File: config.mk
export PLATFORM = sky130hd
export DESIGN_NAME = hbdc_top
export DESIGN_NICKNAME = d
export VERILOG_FILES = /design/src/rtl/hbdc_pkg.sv /design/src/rtl/hbdc_leg_if.sv /design/src/rtl/hbdc_leg.sv /design/src/rtl/hbdc_top.sv
export SDC_FILE = /design/constraint.sdc
export NUM_CORES = 1
export LEC_CHECK = 0
export BUFFER_PORTS_ARGS = -buffer_cell sky130_fd_sc_hd__buf_2
export CAP_MARGIN = 0
export CELL_PAD_IN_SITES_DETAIL_PLACEMENT = 1
export CELL_PAD_IN_SITES_GLOBAL_PLACEMENT = 2
export CORE_MARGIN = 4
export CORE_UTILIZATION = 32
export CTS_CLUSTER_SIZE = 12
export DETAILED_ROUTE_END_ITERATION = 8
export PLACE_DENSITY_LB_ADDON = 0.1
export SYNTH_ARGS = -nofsm -noshare
export SYNTH_HDL_FRONTEND = slang
export SYNTH_SLANG_ARGS = --single-unit
File: constraint.sdc
create_clock -name clk_sys -period 2.8 [get_ports clk_sys]
set_clock_uncertainty 0.1 [all_clocks]
set_input_delay 0.28 -clock clk_sys [delete_from_list [all_inputs] [get_ports clk_sys]]
set_output_delay 0.28 -clock clk_sys [all_outputs]
set_load 0.05 [all_outputs]
File: src/rtl/hbdc_pkg.sv
package hbdc_pkg;

   // Register byte addresses
   localparam logic [7:0] HBDC_CTRL_OFFS      = 8'h00;
   localparam logic [7:0] HBDC_MON_OFFS       = 8'h04;

   // Control/status field positions
   localparam int HBDC_BIT_EN      = 0;
   localparam int HBDC_BIT_PWM_SEL = 1;
   localparam int HBDC_BIT_LEFT    = 2;
   localparam int HBDC_BIT_RIGHT   = 3;
   localparam int HBDC_BIT_DIR     = 4;
   localparam int HBDC_BIT_OC      = 5;
   localparam int HBDC_BIT_OT      = 6;
   localparam int HBDC_BIT_IE      = 7;

   localparam logic [7:0] HBDC_CTRL_RESET     = 8'h00;

   // Overcurrent turn-off delay
   localparam int HBDC_CLK_HZ        = 50_000_000;
   localparam int HBDC_OC_DELAY_NS   = 1000;
   localparam int HBDC_OC_DELAY_CYC  =
      (HBDC_OC_DELAY_NS * (HBDC_CLK_HZ / 1_000_000)) / 1000;
   localparam logic [7:0] HBDC_OC_CNT_MAX = 8'(HBDC_OC_DELAY_CYC);

   // AXI responses
   localparam logic [1:0] HBDC_RESP_OKAY   = 2'h0;
   localparam logic [1:0] HBDC_RESP_SLVERR = 2'h2;

   // Drive modes
   typedef enum logic [4:0] {
      HBDC_M_DIRECT = 5'b0_0001,
      HBDC_M_UPBRK  = 5'b0_0010,
      HBDC_M_DNBRK  = 5'b0_0100,
      HBDC_M_SYMM   = 5'b0_1000,
      HBDC_M_DUAL   = 5'b1_0000
   } hbdc_mode_t;

endpackage : hbdc_pkg

File: src/rtl/hbdc_leg_if.sv
`timescale 1ns/1ps
interface hbdc_leg_if;
   logic want_high;
   logic want_low;
   logic high_gate;
   logic low_gate;
   modport ctrl (output want_high, output want_low,
                 input high_gate, input low_gate);
   modport leg  (input want_high, input want_low,
                 output high_gate, output low_gate);
endinterface : hbdc_leg_if

File: src/rtl/hbdc_leg.sv
`timescale 1ns/1ps
// One half-bridge: break-before-make gate sequencing
module hbdc_leg
   import hbdc_pkg::*;
(
   // Clock and reset
   input  wire logic clk_sys,
   input  wire logic resetn,
   // Gate sense and leg commands
   input  wire logic high_sense,
   input  wire logic low_sense,
   hbdc_leg_if.leg   lg
);
   typedef struct packed {
      logic high;
      logic low;
   } hbdc_leg_st_t;

   hbdc_leg_st_t st_reg;
   hbdc_leg_st_t st_next;

   always_comb begin
      st_next = st_reg;
      // Turn-off immediate; turn-on only once the opposite gate senses off
      if (!lg.want_high) st_next.high = 1'b0;
      if (!lg.want_low)  st_next.low  = 1'b0;
      if (lg.want_high && !lg.want_low && !st_reg.low && !low_sense) begin
         st_next.high = 1'b1;
      end
      if (lg.want_low && !lg.want_high && !st_reg.high && !high_sense) begin
         st_next.low = 1'b1;
      end
   end

   always_ff @(posedge clk_sys or negedge resetn) begin
      if (!resetn) begin
         st_reg <= '0;
      end else begin
         st_reg <= st_next;
      end
   end

   assign lg.high_gate = st_reg.high;
   assign lg.low_gate  = st_reg.low;

endmodule : hbdc_leg

File: src/rtl/hbdc_top.sv
`timescale 1ns/1ps
// Notes on behaviour
// - Enable low forces all gates off
// - Enable bit resets to zero
// - Overcurrent flag is OR of four detectors
// - Overcurrent flag read-only, cleared by enable clear
// - Tripped transistor off after delay; blocks turn-on
// - Overcurrent rising edge requests interrupt if enabled
// - Overtemperature sets flag, forces all gates off
// - Thermal rising edge interrupts; cleared by enable clear
// - Enabling interrupt with fault pending requests immediately
// - Interrupt pending until enable bit cleared
// - Fault logic independent of output state
// - Direct mode: control bits select on transistors
// - Up-brake: PWM low brakes high sides
// - Down-brake: PWM low brakes low sides
// - Symmetrical: PWM xor direction selects polarity
// - Dual mode: left follows A, right B
// - Direction latched on driving PWM rising edge
// - High and low of a leg never together
// - Eight control/status bits in one register
module hbdc_top
   import hbdc_pkg::*;
(
   // Clock and reset
   input  wire logic        clk_sys,
   input  wire logic        resetn,
   // AXI4-Lite slave
   input  wire logic [7:0]  s_axi_awaddr,
   input  wire logic        s_axi_awvalid,
   output logic             s_axi_awready,
   input  wire logic [31:0] s_axi_wdata,
   input  wire logic [3:0]  s_axi_wstrb,
   input  wire logic        s_axi_wvalid,
   output logic             s_axi_wready,
   output logic [1:0]       s_axi_bresp,
   output logic             s_axi_bvalid,
   input  wire logic        s_axi_bready,
   input  wire logic [7:0]  s_axi_araddr,
   input  wire logic        s_axi_arvalid,
   output logic             s_axi_arready,
   output logic [31:0]      s_axi_rdata,
   output logic [1:0]       s_axi_rresp,
   output logic             s_axi_rvalid,
   input  wire logic        s_axi_rready,
   // PWM lines and detectors (asynchronous)
   input  wire logic        pwm_line_a,
   input  wire logic        pwm_line_b,
   input  wire logic [3:0]  per_transistor_overcurrent,
   input  wire logic        over_temperature,
   input  wire logic [3:0]  gate_sense,
   // Gate commands and interrupt
   output logic             left_high_gate,
   output logic             left_low_gate,
   output logic             right_high_gate,
   output logic             right_low_gate,
   output logic             bridge_irq
);
   // Detector and gate-sense order: left high, left low, right high, right low

   typedef struct packed {
      logic [1:0] s_pa;
      logic [1:0] s_pb;
      logic [1:0] s_ot;
      logic [3:0] s_oc1;
      logic [3:0] s_oc;
      logic [3:0] s_gs1;
      logic [3:0] s_gs;
      logic       pa_d;
      logic       pb_d;
      logic       en;
      logic       pwm_sel;
      logic       left_bit;
      logic       right_bit;
      logic       dir_wr;
      logic       dir_a;
      logic       dir_b;
      logic       oc_flag;
      logic       ot_flag;
      logic       irq_en;
      logic       irq;
      logic [3:0] oc_kill;
      logic [7:0] oc_cnt;
      logic [3:0] gates;
      logic       aw_got;
      logic       w_got;
      logic [7:0] aw_addr;
      logic [31:0] w_data;
      logic [3:0] w_strb;
      logic       aw_rdy;
      logic       w_rdy;
      logic       ar_rdy;
      logic       bvalid;
      logic [1:0] bresp;
      logic       rvalid;
      logic [31:0] rdata;
      logic [1:0] rresp;
   } hbdc_st_t;

   hbdc_st_t st_reg;
   hbdc_st_t st_next;

   hbdc_leg_if leg_l ();
   hbdc_leg_if leg_r ();

   hbdc_mode_t mode;
   logic [3:0] want;
   logic [7:0] csr;
   logic       pa;
   logic       pb;
   logic       pa_rise;
   logic       pb_rise;
   logic       oc_any;

   ////////////////////////////////////////////////////////////////////////
   // Mode decode and gate requests
   assign pa      = st_reg.s_pa[1];
   assign pb      = st_reg.s_pb[1];
   assign pa_rise = pa && !st_reg.pa_d;
   assign pb_rise = pb && !st_reg.pb_d;
   assign oc_any  = |st_reg.s_oc;

   assign csr = {st_reg.irq_en, st_reg.ot_flag, st_reg.oc_flag,
                 st_reg.dir_wr, st_reg.right_bit, st_reg.left_bit,
                 st_reg.pwm_sel, st_reg.en};

   always_comb begin
      if (!st_reg.pwm_sel) begin
         mode = HBDC_M_DIRECT;
      end else begin
         case ({st_reg.left_bit, st_reg.right_bit})
            2'b00:   mode = HBDC_M_UPBRK;
            2'b01:   mode = HBDC_M_DNBRK;
            2'b10:   mode = HBDC_M_SYMM;
            default: mode = HBDC_M_DUAL;
         endcase
      end
   end

   // want = {left high, left low, right high, right low}
   always_comb begin
      want = 4'h0;
      case (mode)
         HBDC_M_DIRECT: begin
            want = {st_reg.left_bit, !st_reg.left_bit,
                    st_reg.right_bit, !st_reg.right_bit};
         end
         HBDC_M_UPBRK: begin
            if (!pa) want = 4'b1010;
            else if (!st_reg.dir_a) want = 4'b1001;
            else want = 4'b0110;
         end
         HBDC_M_DNBRK: begin
            if (!pa) want = 4'b0101;
            else if (!st_reg.dir_a) want = 4'b1001;
            else want = 4'b0110;
         end
         HBDC_M_SYMM: begin
            if (pa != st_reg.dir_a) want = 4'b1001;
            else want = 4'b0110;
         end
         HBDC_M_DUAL: begin
            want = {pa, !pa, pb, !pb};
         end
         default: want = 4'h0;
      endcase
      // Faults and enable applied last
      if (!st_reg.en || st_reg.ot_flag) want = 4'h0;
      want = want & ~st_reg.oc_kill;
   end

   assign leg_l.want_high = want[3];
   assign leg_l.want_low  = want[2];
   assign leg_r.want_high = want[1];
   assign leg_r.want_low  = want[0];

   hbdc_leg u_leg_l (
      .clk_sys    (clk_sys),
      .resetn     (resetn),
      .high_sense (st_reg.s_gs[3]),
      .low_sense  (st_reg.s_gs[2]),
      .lg         (leg_l.leg)
   );

   hbdc_leg u_leg_r (
      .clk_sys    (clk_sys),
      .resetn     (resetn),
      .high_sense (st_reg.s_gs[1]),
      .low_sense  (st_reg.s_gs[0]),
      .lg         (leg_r.leg)
   );

   ////////////////////////////////////////////////////////////////////////
   // State update
   always_comb begin
      logic       wr_fire;
      logic       rd_fire;
      logic [7:0] wb;
      logic       hit_ctrl;
      logic       set_oc;
      logic       set_ot;
      wr_fire  = 1'b0;
      rd_fire  = 1'b0;
      wb       = 8'h00;
      hit_ctrl = 1'b0;
      set_oc   = 1'b0;
      set_ot   = 1'b0;
      st_next  = st_reg;

      // Two-flop synchronisers
      st_next.s_pa  = {st_reg.s_pa[0], pwm_line_a};
      st_next.s_pb  = {st_reg.s_pb[0], pwm_line_b};
      st_next.s_ot  = {st_reg.s_ot[0], over_temperature};
      st_next.s_oc1 = per_transistor_overcurrent;
      st_next.s_oc  = st_reg.s_oc1;
      st_next.s_gs1 = gate_sense;
      st_next.s_gs  = st_reg.s_gs1;
      st_next.pa_d  = pa;
      st_next.pb_d  = pb;
      st_next.gates = {leg_l.high_gate, leg_l.low_gate,
                       leg_r.high_gate, leg_r.low_gate};

      // Direction latched on the rising edge of each PWM line
      if (pa_rise) st_next.dir_a = st_reg.dir_wr;
      if (pb_rise) st_next.dir_b = st_reg.dir_wr;

      // AXI write channel
      if (s_axi_awvalid && st_reg.aw_rdy) begin
         st_next.aw_got  = 1'b1;
         st_next.aw_addr = s_axi_awaddr;
      end
      if (s_axi_wvalid && st_reg.w_rdy) begin
         st_next.w_got  = 1'b1;
         st_next.w_data = s_axi_wdata;
         st_next.w_strb = s_axi_wstrb;
      end
      if (st_reg.aw_got && st_reg.w_got && !st_reg.bvalid) begin
         wr_fire         = 1'b1;
         st_next.aw_got  = 1'b0;
         st_next.w_got   = 1'b0;
         st_next.bvalid  = 1'b1;
         hit_ctrl = ({st_reg.aw_addr[7:2], 2'b00} == HBDC_CTRL_OFFS);
         st_next.bresp = (hit_ctrl || {st_reg.aw_addr[7:2], 2'b00}
                          == HBDC_MON_OFFS) ? HBDC_RESP_OKAY
                                            : HBDC_RESP_SLVERR;
      end
      if (st_reg.bvalid && s_axi_bready) st_next.bvalid = 1'b0;

      if (wr_fire && hit_ctrl && st_reg.w_strb[0]) begin
         wb = st_reg.w_data[7:0];
         st_next.en        = wb[HBDC_BIT_EN];
         st_next.pwm_sel   = wb[HBDC_BIT_PWM_SEL];
         st_next.left_bit  = wb[HBDC_BIT_LEFT];
         st_next.right_bit = wb[HBDC_BIT_RIGHT];
         st_next.dir_wr    = wb[HBDC_BIT_DIR];
         st_next.irq_en    = wb[HBDC_BIT_IE];
         // A pending fault forbids switching the bridge on
         if ((st_reg.oc_flag || st_reg.ot_flag) && wb[HBDC_BIT_EN]) begin
            st_next.en = st_reg.en;
         end
         // Enabling the interrupt with a fault pending
         if (wb[HBDC_BIT_IE] && (st_reg.oc_flag || st_reg.ot_flag)) begin
            st_next.irq = 1'b1;
         end
      end

      // Fault detection, regardless of output state
      set_oc = st_reg.en && oc_any && !st_reg.oc_flag;
      set_ot = st_reg.en && st_reg.s_ot[1] && !st_reg.ot_flag;
      if (set_oc) st_next.oc_flag = 1'b1;
      if (set_ot) st_next.ot_flag = 1'b1;
      if ((set_oc || set_ot) && st_reg.irq_en) begin
         st_next.irq = 1'b1;
      end

      // Turn tripped transistors off after the delay
      if (st_reg.oc_flag && st_reg.oc_cnt != HBDC_OC_CNT_MAX) begin
         st_next.oc_cnt = st_reg.oc_cnt + 8'h01;
      end
      if (st_reg.oc_flag && st_reg.oc_cnt == HBDC_OC_CNT_MAX) begin
         st_next.oc_kill = st_reg.oc_kill | st_reg.s_oc;
      end

      // Clearing enable clears flags, kill mask and interrupt
      if (!st_next.en) begin
         st_next.oc_flag = 1'b0;
         st_next.ot_flag = 1'b0;
         st_next.irq     = 1'b0;
         st_next.oc_kill = 4'h0;
         st_next.oc_cnt  = 8'h00;
      end

      // AXI read channel
      if (s_axi_arvalid && st_reg.ar_rdy) begin
         rd_fire = 1'b1;
      end
      if (rd_fire) begin
         st_next.rvalid = 1'b1;
         st_next.rresp  = HBDC_RESP_OKAY;
         st_next.rdata  = 32'h0000_0000;
         if ({s_axi_araddr[7:2], 2'b00} == HBDC_CTRL_OFFS) begin
            st_next.rdata[7:0] = csr;
         end else if ({s_axi_araddr[7:2], 2'b00} == HBDC_MON_OFFS) begin
            st_next.rdata[13:0] = {st_reg.dir_b, st_reg.dir_a,
                                   st_reg.oc_kill, st_reg.gates,
                                   st_reg.s_oc};
         end else begin
            st_next.rresp = HBDC_RESP_SLVERR;
         end
      end else if (st_reg.rvalid && s_axi_rready) begin
         st_next.rvalid = 1'b0;
      end

      // Ready outputs registered; low for one cycle after reset
      st_next.aw_rdy = !st_next.aw_got;
      st_next.w_rdy  = !st_next.w_got;
      st_next.ar_rdy = !st_next.rvalid;
   end

   always_ff @(posedge clk_sys or negedge resetn) begin
      if (!resetn) begin
         st_reg <= '0;
      end else begin
         st_reg <= st_next;
      end
   end

   ////////////////////////////////////////////////////////////////////////
   // Outputs
   assign s_axi_awready   = st_reg.aw_rdy;
   assign s_axi_wready    = st_reg.w_rdy;
   assign s_axi_bvalid    = st_reg.bvalid;
   assign s_axi_bresp     = st_reg.bresp;
   assign s_axi_arready   = st_reg.ar_rdy;
   assign s_axi_rvalid    = st_reg.rvalid;
   assign s_axi_rdata     = st_reg.rdata;
   assign s_axi_rresp     = st_reg.rresp;
   assign left_high_gate  = st_reg.gates[3];
   assign left_low_gate   = st_reg.gates[2];
   assign right_high_gate = st_reg.gates[1];
   assign right_low_gate  = st_reg.gates[0];
   assign bridge_irq      = st_reg.irq;

endmodule : hbdc_top

Word-level counts from Yosys, hierarchy flattened
Index checks and enable logic that the tools add are counted.
Cells by class
  equality and inequality tests: 22
  $add $sub $neg: 1
  bitwise logic cells: 3
  multiplexer cells: 43
  reduce and logical (&&, ||, !) cells: 67
Operators with widths (number)
  $logic_and 1x1->1: 32
  $logic_not 1->1: 25
  $mux 4: 6
  $mux 1: 22
  $pmux 4 s5: 1
  $mux 8: 2
  $ne 2x1->1 const B: 8
  $pmux 5 s3: 1
  $mux 14: 1
  $mux 13: 1
  $eq 6x1->1 const B: 2
  $logic_not 6->1: 2
  $mux 2: 5
  $mux 5: 2
  $add 8x1->8 const B: 1
  $eq 8x6->1 const B: 1
  $ne 8x6->1 const B: 1
  $mux 6: 1
  $ne 3x1->1 const B: 2
  $eq 5x1->1 const B: 1
  $eq 5x2->1 const B: 1
  $eq 5x3->1 const B: 1
  $eq 5x4->1 const B: 1
  $eq 5x5->1 const B: 1
  other kinds (12): 15
Word-level totals
  word-level logic and storage cells: 176
  input bits: 70
  bits in registers: 97
  output and inout port bits: 46

Depth between registers and ports, before layout
Gate-level depths: netlist of run 1.
  depth after elaboration: 12
  depth in mapped cells: 6
  gate-level depth less buffers: 6

By module
Synthesis of run 1 repeated with hierarchy kept, for this count alone.
Unflattened totals
  cell total of the unflattened synthesis: 317
  area total of the unflattened synthesis: 3862.5 um2
By module, submodules not included
  hbdc_top: instances 1, seq. area each 2177.1 um2, area each 3712.3 um2, cells an instance 305
  hbdc_leg: instances 2, seq. area each 50.0 um2, area each 75.1 um2, cells an instance 6

Worst setup path after synthesis of run 1
Ideal clock, no wire load.
  path kind: flip-flop to flip-flop
  start: reg st_reg[83] (netlist bit)
  end: reg st_reg[91] (netlist bit)
  buffers on the path: 1
  setup slack: 0.823 ns
  arrival: 1.758 ns
  library setup time: 0.119 ns
  period minus slack after synthesis: 1.977 ns
  data required time: 2.581 ns
  stages on the path, launching flop included: 6
  path through: dfrtp_1 or4_4 nor4_4 o2bb2ai_2 buf_6 nor2_1
Between the ends
  word-level cells in the longest chain between the ends: 6
  elaborated cells between the ends (all ways): 7
  classes of those cells: eq/ne: 1; mux: 3; reduce/logical: 3
RTL lines
  start, declared: RTL line hbdc_top.sv:100  | hbdc_st_t st_reg;
  start signal, assigned: RTL line hbdc_top.sv:324  | st_reg <= st_next;
  $logic_not 6->1 *: RTL line hbdc_top.sv:242  | hit_ctrl = ({st_reg.aw_addr[7:2], 2'b00} == HBDC_CTRL_OFFS);
  $mux 1 *: RTL line hbdc_top.sv:237  | if (st_reg.aw_got && st_reg.w_got && !st_reg.bvalid) begin
  $logic_and 1x1->1 * (2 in series): RTL line hbdc_top.sv:249  | if (wr_fire && hit_ctrl && st_reg.w_strb[0]) begin
  $mux 5 *: RTL line hbdc_top.sv:249
  $ne 2x1->1 (no source line) or $mux 13 (tied branches)
Mark *: on every way between the ends. The rest lies on a longest branch, timed or not.
A chain may end at the register's enable or synchronous reset.

Worst setup path after layout of run 1
  start: reg st_reg[83] (netlist bit)
  end: reg st_reg[100] (netlist bit)
Same word-level chain as after synthesis.

==> results of run 1 <==
## final cells by class
| class | count | share of cell area |
|---|---|---|
| repair buffers | 77 | 0.105 |
| flip-flops and latches | 91 | 0.509 |
| well taps | 143 | 0.0400 |
| inverters | 11 | 0.00922 |
| clock inverters | 6 | 0.0305 |
| clock buffers | 10 | 0.0511 |
| multi-input cells | 176 | 0.256 |
## critical path, stage by stage (launching register included)
cell and delay (ns):
dfrtp_1 0.38, or4_4 0.57, nor4_4 0.26, buf_4 0.20, o2bb2ai_2 0.38, nor2_1 0.13
## logic make-up after synthesis
group                      after synthesis
and+or+nand+nor                         75
xor gates and xnor gates                 6
DFF                                     91
other                                    1
muxes                                   27
buffers and inverters                   53
AOI/OAI and AO/OA                       44
adders and majority gates                4
## per-stage QoR
stage                     setup WS [ns]  hold slack (ns)  power [mW]   util
after global placement            0.651            0.232        2.48  0.351
after detailed placement          0.595            0.236        2.50  0.351
after global routing              0.472           0.0383        4.15  0.394
after CTS                         0.575           0.0105        4.01  0.394
final                             0.629           0.0220        3.94  0.394
after floorplan                   0.823           -0.116        2.30      -
## power groups by stage
stage | Clock, mW | Sequential [mW] | Combinational (mW)
after CTS | 1.52 | 1.71 | 0.782
after global routing | 1.57 | 1.74 | 0.845
after detailed placement | 0 | 1.73 | 0.765
final | 1.47 | 1.70 | 0.766
after global placement | 0 | 1.73 | 0.750
after floorplan | 0 | 1.78 | 0.518
## repair_timing
item	CTS	global route
hold buffers	12	0
endpoints found under the setup margin	0	0
endpoints found under the hold margin	54	0
## routing by layer
metal,vias up,GRT usage
li1,1108,-
met1,1155,0.169
met2,58,0.187
met3,10,0.0245
met4,0,0.0516
met5,-,0
## synth_stat cells, drive strengths merged
cell type,count
dfrtp,91
buf,38
nor2,25
mux2,18
nand2,16
o21ai,15
a21oi,14
inv,11
mux2i,9
a22o,6
nand2b,6
a31oi,4
clkbuf,4
ha,4
nand3,4
nor3,4
nor4,4
or4,4
xnor2,4
nor4b,3
and2,2
nand4,2
xor2,2
a311oi,1
a31o,1
a32o,1
conb,1
nand3b,1
nor2b,1
o211ai,1
o2bb2ai,1
or2,1
or2b,1
or4b,1
## worst paths after layout
kind	startpoint	end	slack, ns
max in group asynchronous	resetn	csr[2]	1.55
hold / removal	s_axi_bready	s_axi_bvalid	0.02
setup / recovery	st_reg[83]	st_reg[100]	0.63
hold reg to reg	st_next[119]	st_reg[119]	0.25
setup reg to reg	st_reg[83]	st_reg[100]	0.63
min in group asynchronous	resetn	st_reg[95]	0.39
==> impl_results.rst, run 1 <==
.. list-table::
   :header-rows: 1

   * - Metric
     - Value
   * - # Post-CTS Setup Buffers
     - 0
   * - Post-cts gate resize count
     - 0
   * - Effective utilization at floorplan
     - 0.326
   * - Portion of the post-synthesis area used by sequential elements
     - 0.615
   * - Largest family of logic cells by synthesized area
     - simple AND/OR/NAND/NOR gates
   * - Hold/Removal Path Class
     - input port to register
   * - Master cell of the clock root buffer
     - clkbuf_16
   * - Post-Synth Adder-Cell Area
     - 0.0135
   * - Flip-flop and latch count after synthesis
     - 91
   * - Distinct cell type count of the synthesized netlist
     - 39
   * - Met2 Routed Length
     - 3510 um
   * - Site row count
     - 39
   * - RSZ-0062 raised after global routing
     - no
   * - Clk buf depth
     - 2
   * - Gr usage total
     - 0.122
   * - Fin. Hold Viols
     - 0
   * - CP Class
     - register to register
   * - Synthesized-area fraction occupied by ao, oa, aoi and oai cells
     - 0.0737
   * - Area share of xor/xnor cells in the synthesized design
     - 0.0142
   * - Highest-count cells in the layout ignoring fill and taps
     - 91 x dfrtp_1, 61 x buf_2, 25 x nor2_1, 20 x conb_1, 18 x mux2_2
   * - Number of clock sinks
     - 91
   * - Gate Count Post-Synth
     - 301
   * - Half-perimeter wire length after placement
     - 5440 um
   * - Via Count
     - 2331
   * - Simple-gate portion of the synthesized area
     - 0.109
   * - Fraction of final layout cells sized beyond drive strength 1
     - 0.288
   * - Clock-pin slew of the registers on the worst-case setup and hold paths
     - 0.07 ns
   * - Crit-path max FO
     - 16
   * - Ratio of total power to cell area
     - 881 mW/mm2
   * - Sequential Power Share
     - 0.432
   * - Top layer reached by signal wires
     - met4
   * - Via count of the first global-routing pass
     - 2390
   * - Area of all placed cells without fillers
     - 0.00448 mm2
   * - Number of antenna cells inserted
     - 0
   * - Placed cell count
     - 486
   * - Worst slew margin
     - 0.478
   * - Drt via density
     - 4.54
   * - Number of instances on the worst hold path
     - 2
   * - Data arrival time of the critical path
     - 2.25 ns
   * - Sum of overflow across all layers after global routing
     - 0
   * - Fraction of power spent switching nets
     - 0.293
   * - Per-cell routed wire length
     - 14.9 um
   * - Relative contribution of combinational cells to total power
     - 0.194
   * - Number of antenna violations at the first check in global routing
     - 0
   * - Met1 layer wirelength in the final routing
     - 3670 um
   * - Post-synth top area cell
     - dfrtp_1
   * - Clock period minus worst slack
     - 2.17 ns
   * - Buffers on Ports
     - 62
   * - WL final
     - 7670 um
   * - Internal power summed over all cells
     - 2.79 mW
   * - Yosys synthesis warning count
     - 0
   * - TritonCTS clock tree
     - done
   * - Required time at the worst-slack endpoint
     - 2.88 ns
   * - Clock latency of the later-clocked register in the worst-skew pair
     - 0.34 ns
   * - Number of buffers created by CTS
     - 9
   * - Multi-input gate area in the final layout
     - 0.00115 mm2
   * - Critical path startpoint category
     - register
   * - Weighted congestion reported at the end of routability-driven placement
     - 0.703
   * - Proportion of synthesized area in mux cells
     - 0.0791
   * - Core region area
     - 0.0114 mm2
   * - Height of the chip
     - 116 um
   * - Number of maximum-capacitance violations
     - 0
   * - First-pass iteration count of the detailed router
     - 4
   * - DRC violation count after routing
     - 0
   * - Final Cycle Share
     - 0.775
   * - Leading post-synthesis cells by cell area
     - dfrtp_1 62%, buf_4 7.3%, mux2_2 5.5%
   * - Number of fillers in the final layout
     - 1268
   * - Count of final max-slew check failures
     - 0
   * - Die width
     - 116 um
   * - Leading cell type in the layout, fill and taps excluded
     - dfrtp_1
   * - Storage cell area
     - 0.00228 mm2
   * - Endpoint kind of the worst setup timing path
     - register
   * - DRT antenna net count
     - 0
   * - Worst-margin pin slew
     - 0.778 ns
   * - Static leakage
     - 2.12 nW
   * - Synthesized cell area
     - 0.00370 mm2
   * - Largest register FFs
     - 40
   * - Growth of design area from synthesis to finish
     - 21.0%
   * - Area fraction of the dominant cell type after synthesis
     - 0.615
   * - Fin Setup TNS
     - 0 ns
   * - Result of the run
     - completed
   * - Finished Layout Cells
     - 514
   * - Violation count after the first detailed-routing iteration
     - 76
   * - Switch Pwr
     - 1.16 mW
   * - Wire length on met3
     - 374 um
   * - Maximum number of pins on one net before global-route repair
     - 49
   * - Depth of the worst register-to-register path
     - 5
   * - Dpl cell area
     - 0.00399 mm2
   * - Share of total power in the clock network
     - 0.374
   * - Net count, final
     - 440
   * - Total Die Area
     - 0.0134 mm2
   * - First-pass GRT wire length
     - 12500 um
   * - Syn_area_per_cell
     - 12.3 um2
   * - Fmax
     - 461 MHz
   * - Count of pins on the block boundary
     - 116
   * - Final setup vio count
     - 0
   * - Largest vdd supply drop
     - 0.453 mV
   * - Number of levels in the clock H-tree
     - 3
Note: power is estimated with default switching activity, not from simulation.
==> run 2: changes to the inputs <==
- CORE_UTILIZATION: 32 -> 29
- clock period: 2.8 -> 1.9 ns (I/O delays scaled with it)
==> impl_results.rst, run 2 (synthesis results as in run 1) <==
.. list-table::
   :header-rows: 1

   * - Metric
     - Value
   * - Result of the run
     - finished, violations left
   * - Failing checks
     - negative setup slack
   * - Number of clock sinks
     - 91 (unchanged)
   * - Sum of overflow across all layers after global routing
     - 0 (unchanged)
   * - Height of the chip
     - 121 um (+4.7%)
   * - Min setup slack post-route
     - -0.0673 ns (-0.697 ns)
   * - DRC violation count after routing
     - 0 (unchanged)
   * - Growth of design area from synthesis to finish
     - 28.7%
   * - Largest vdd supply drop
     - 0.567 mV (+25%)
   * - WL final
     - 8270 um (+7.8%)
   * - Largest register FFs
     - 40 (unchanged)
   * - Drt via density
     - 4.26 (-6.1%)
   * - CP Class
     - register to register
   * - Fin Setup TNS
     - -0.375 ns (-0.375 ns)
   * - First-pass GRT wire length
     - 13600 um (+8.9%)
   * - Number of antenna cells inserted
     - 0 (unchanged)
   * - Required time at the worst-slack endpoint
     - 2.02 ns (-0.86 ns)
   * - Static leakage
     - 2.21 nW (+4.3%)
   * - Final Cycle Share
     - 1.04 (+0.260)
   * - Total Die Area
     - 0.0146 mm2 (+9.6%)
   * - Number of levels in the clock H-tree
     - 3 (unchanged)
   * - Clock-pin slew of the registers on the worst-case setup and hold paths
     - 0.06 ns (about the same)
   * - Number of fillers in the final layout
     - 1388 (+9.5%)
   * - Tot Pwr
     - 5.47 mW (+39%)
   * - Core region area
     - 0.0126 mm2 (+11%)
   * - Number of maximum-capacitance violations
     - 0 (unchanged)
   * - Hold/Removal Path Class
     - input port to register
   * - Via Count
     - 2428 (+4.2%)
   * - Ratio of total power to cell area
     - 1150 mW/mm2 (+30%)
   * - Critical path startpoint category
     - register
   * - Clk buf depth
     - 2 (unchanged)
   * - Post-Route Hold Slack
     - 0.0458 ns (+0.0238 ns)
   * - Site row count
     - 41 (+5.1%)
   * - Count of final max-slew check failures
     - 0 (unchanged)
   * - Via count of the first global-routing pass
     - 2580 (+7.9%)
   * - RSZ-0062 raised after global routing
     - yes
   * - Leading cell type in the layout, fill and taps excluded
     - dfrtp_1
   * - Number of antenna violations at the first check in global routing
     - 0 (unchanged)
   * - Worst setup slack after placement
     - -0.109 ns (-0.704 ns)
   * - Weighted congestion reported at the end of routability-driven placement
     - 0.719 (+2.2%)
   * - Final setup vio count
     - 9 (+9)
   * - Per-cell routed wire length
     - 14.5 um (-2.8%)
   * - DRT antenna net count
     - 0 (unchanged)
   * - Net count, final
     - 467 (+6.1%)
   * - Count of pins on the block boundary
     - 116 (unchanged)
   * - Data arrival time of the critical path
     - 2.09 ns (-0.16 ns)
   * - Master cell of the clock root buffer
     - clkbuf_16
   * - Crit-path max FO
     - 6 (-10)
   * - Endpoint kind of the worst setup timing path
     - register
   * - Die width
     - 121 um (+4.7%)
   * - Fin. Hold Viols
     - 0 (unchanged)
   * - Fmax
     - 508 MHz (+10%)
   * - Maximum number of pins on one net before global-route repair
     - 92 (+88%)
   * - Number of buffers created by CTS
     - 9 (unchanged)
   * - Buffers on Ports
     - 62 (unchanged)
   * - TritonCTS clock tree
     - done
   * - Fraction of final layout cells sized beyond drive strength 1
     - 0.319 (+0.0307)
   * - Utilization after layout
     - 0.379 (-0.0148)
   * - Effective utilization at floorplan
     - 0.294 (-0.0310)
   * - Clock period minus worst slack
     - 1.97 ns (-0.203 ns)
   * - Half-perimeter wire length after placement
     - 5590 um (+2.7%)
   * - Highest-count cells in the layout ignoring fill and taps
     - 90 x dfrtp_1, 61 x buf_2, 27 x dlygate4sd3_1, 20 x conb_1, 18 x nor2_1
   * - Gr usage total
     - 0.123 (+0.000912)
   * - Clock latency of the later-clocked register in the worst-skew pair
     - 0.34 ns (about the same)
   * - Violation count after the first detailed-routing iteration
     - 73 (-3.9%)
   * - First-pass iteration count of the detailed router
     - 4 (unchanged)
[run 2: metrics by stage]
| stage | instance area (um2) | cells |
|---|---|---|
| detailed placement | 4100 | 524 |
| global placement | 4100 | 524 |
| floorplan | 3770 | 320 |
| CTS | 4660 | 569 |
| finish | 4760 | 570 |
| global route | 4760 | 570 |
[run 2: power breakdown]
part	switching, mW	total (mW)	internal, mW	leakage, nW
logic	0.764	1.32	0.551	0.924
clock network	0.706	1.63	0.922	0.127
registers	0.264	2.53	2.27	1.16
[run 2: cell type report]
| cell class | instances | area (um2) | area share |
|---|---|---|---|
| clock buffer | 14 | 254 | 0.0533 |
| inverter | 11 | 41.3 | 0.00867 |
| tap | 172 | 215 | 0.0452 |
| timing repair buffer | 103 | 716 | 0.150 |
| multi-input combinational | 177 | 1250 | 0.262 |
| clock inverter | 2 | 12.5 | 0.00263 |
| sequential | 91 | 2280 | 0.478 |
[run 2: path summary, 6_finish.rpt]
check / startpoint / to / slack (ns) / cells after the start
setup / recovery: st_reg[83] / csr[4] / -0.07 / 4
hold / removal: s_axi_araddr[7] / s_axi_rresp[1] / 0.05 / 3
setup reg to reg: st_reg[83] / csr[4] / -0.07 / 4
hold reg to reg: st_next[135] / pb / 0.25 / 0
max in group asynchronous: resetn / s_axi_bvalid / 0.97 / 3
min in group asynchronous: resetn / st_reg[98] / 0.33 / 3
[run 2: worst max-delay path, stage by stage, from the launching register on]
cell     delay (ns)
dfrtp_1        0.38
or4_4          0.59
nor4_4         0.28
buf_6          0.20
mux2_4         0.30
[run 2: what timing repair did]
item | in CTS | in global routing
setup buffers | 1 | 1
setup endpoints to repair | 11 | 21
hold buffers | 27 | 0
resized for setup | 1 | 23
cloned | 1 | 0
hold endpoints to repair | 118 | 0
pin swaps | 1 | 7
[run 2: routing by layer]
layer  up-vias  part of all wire  track usage
met2        57              0.46        0.180
met1      1192              0.47        0.165
met3        13             0.047       0.0340
li1       1166                 -            -
met5         -                 0            0
met4         0             0.024       0.0659
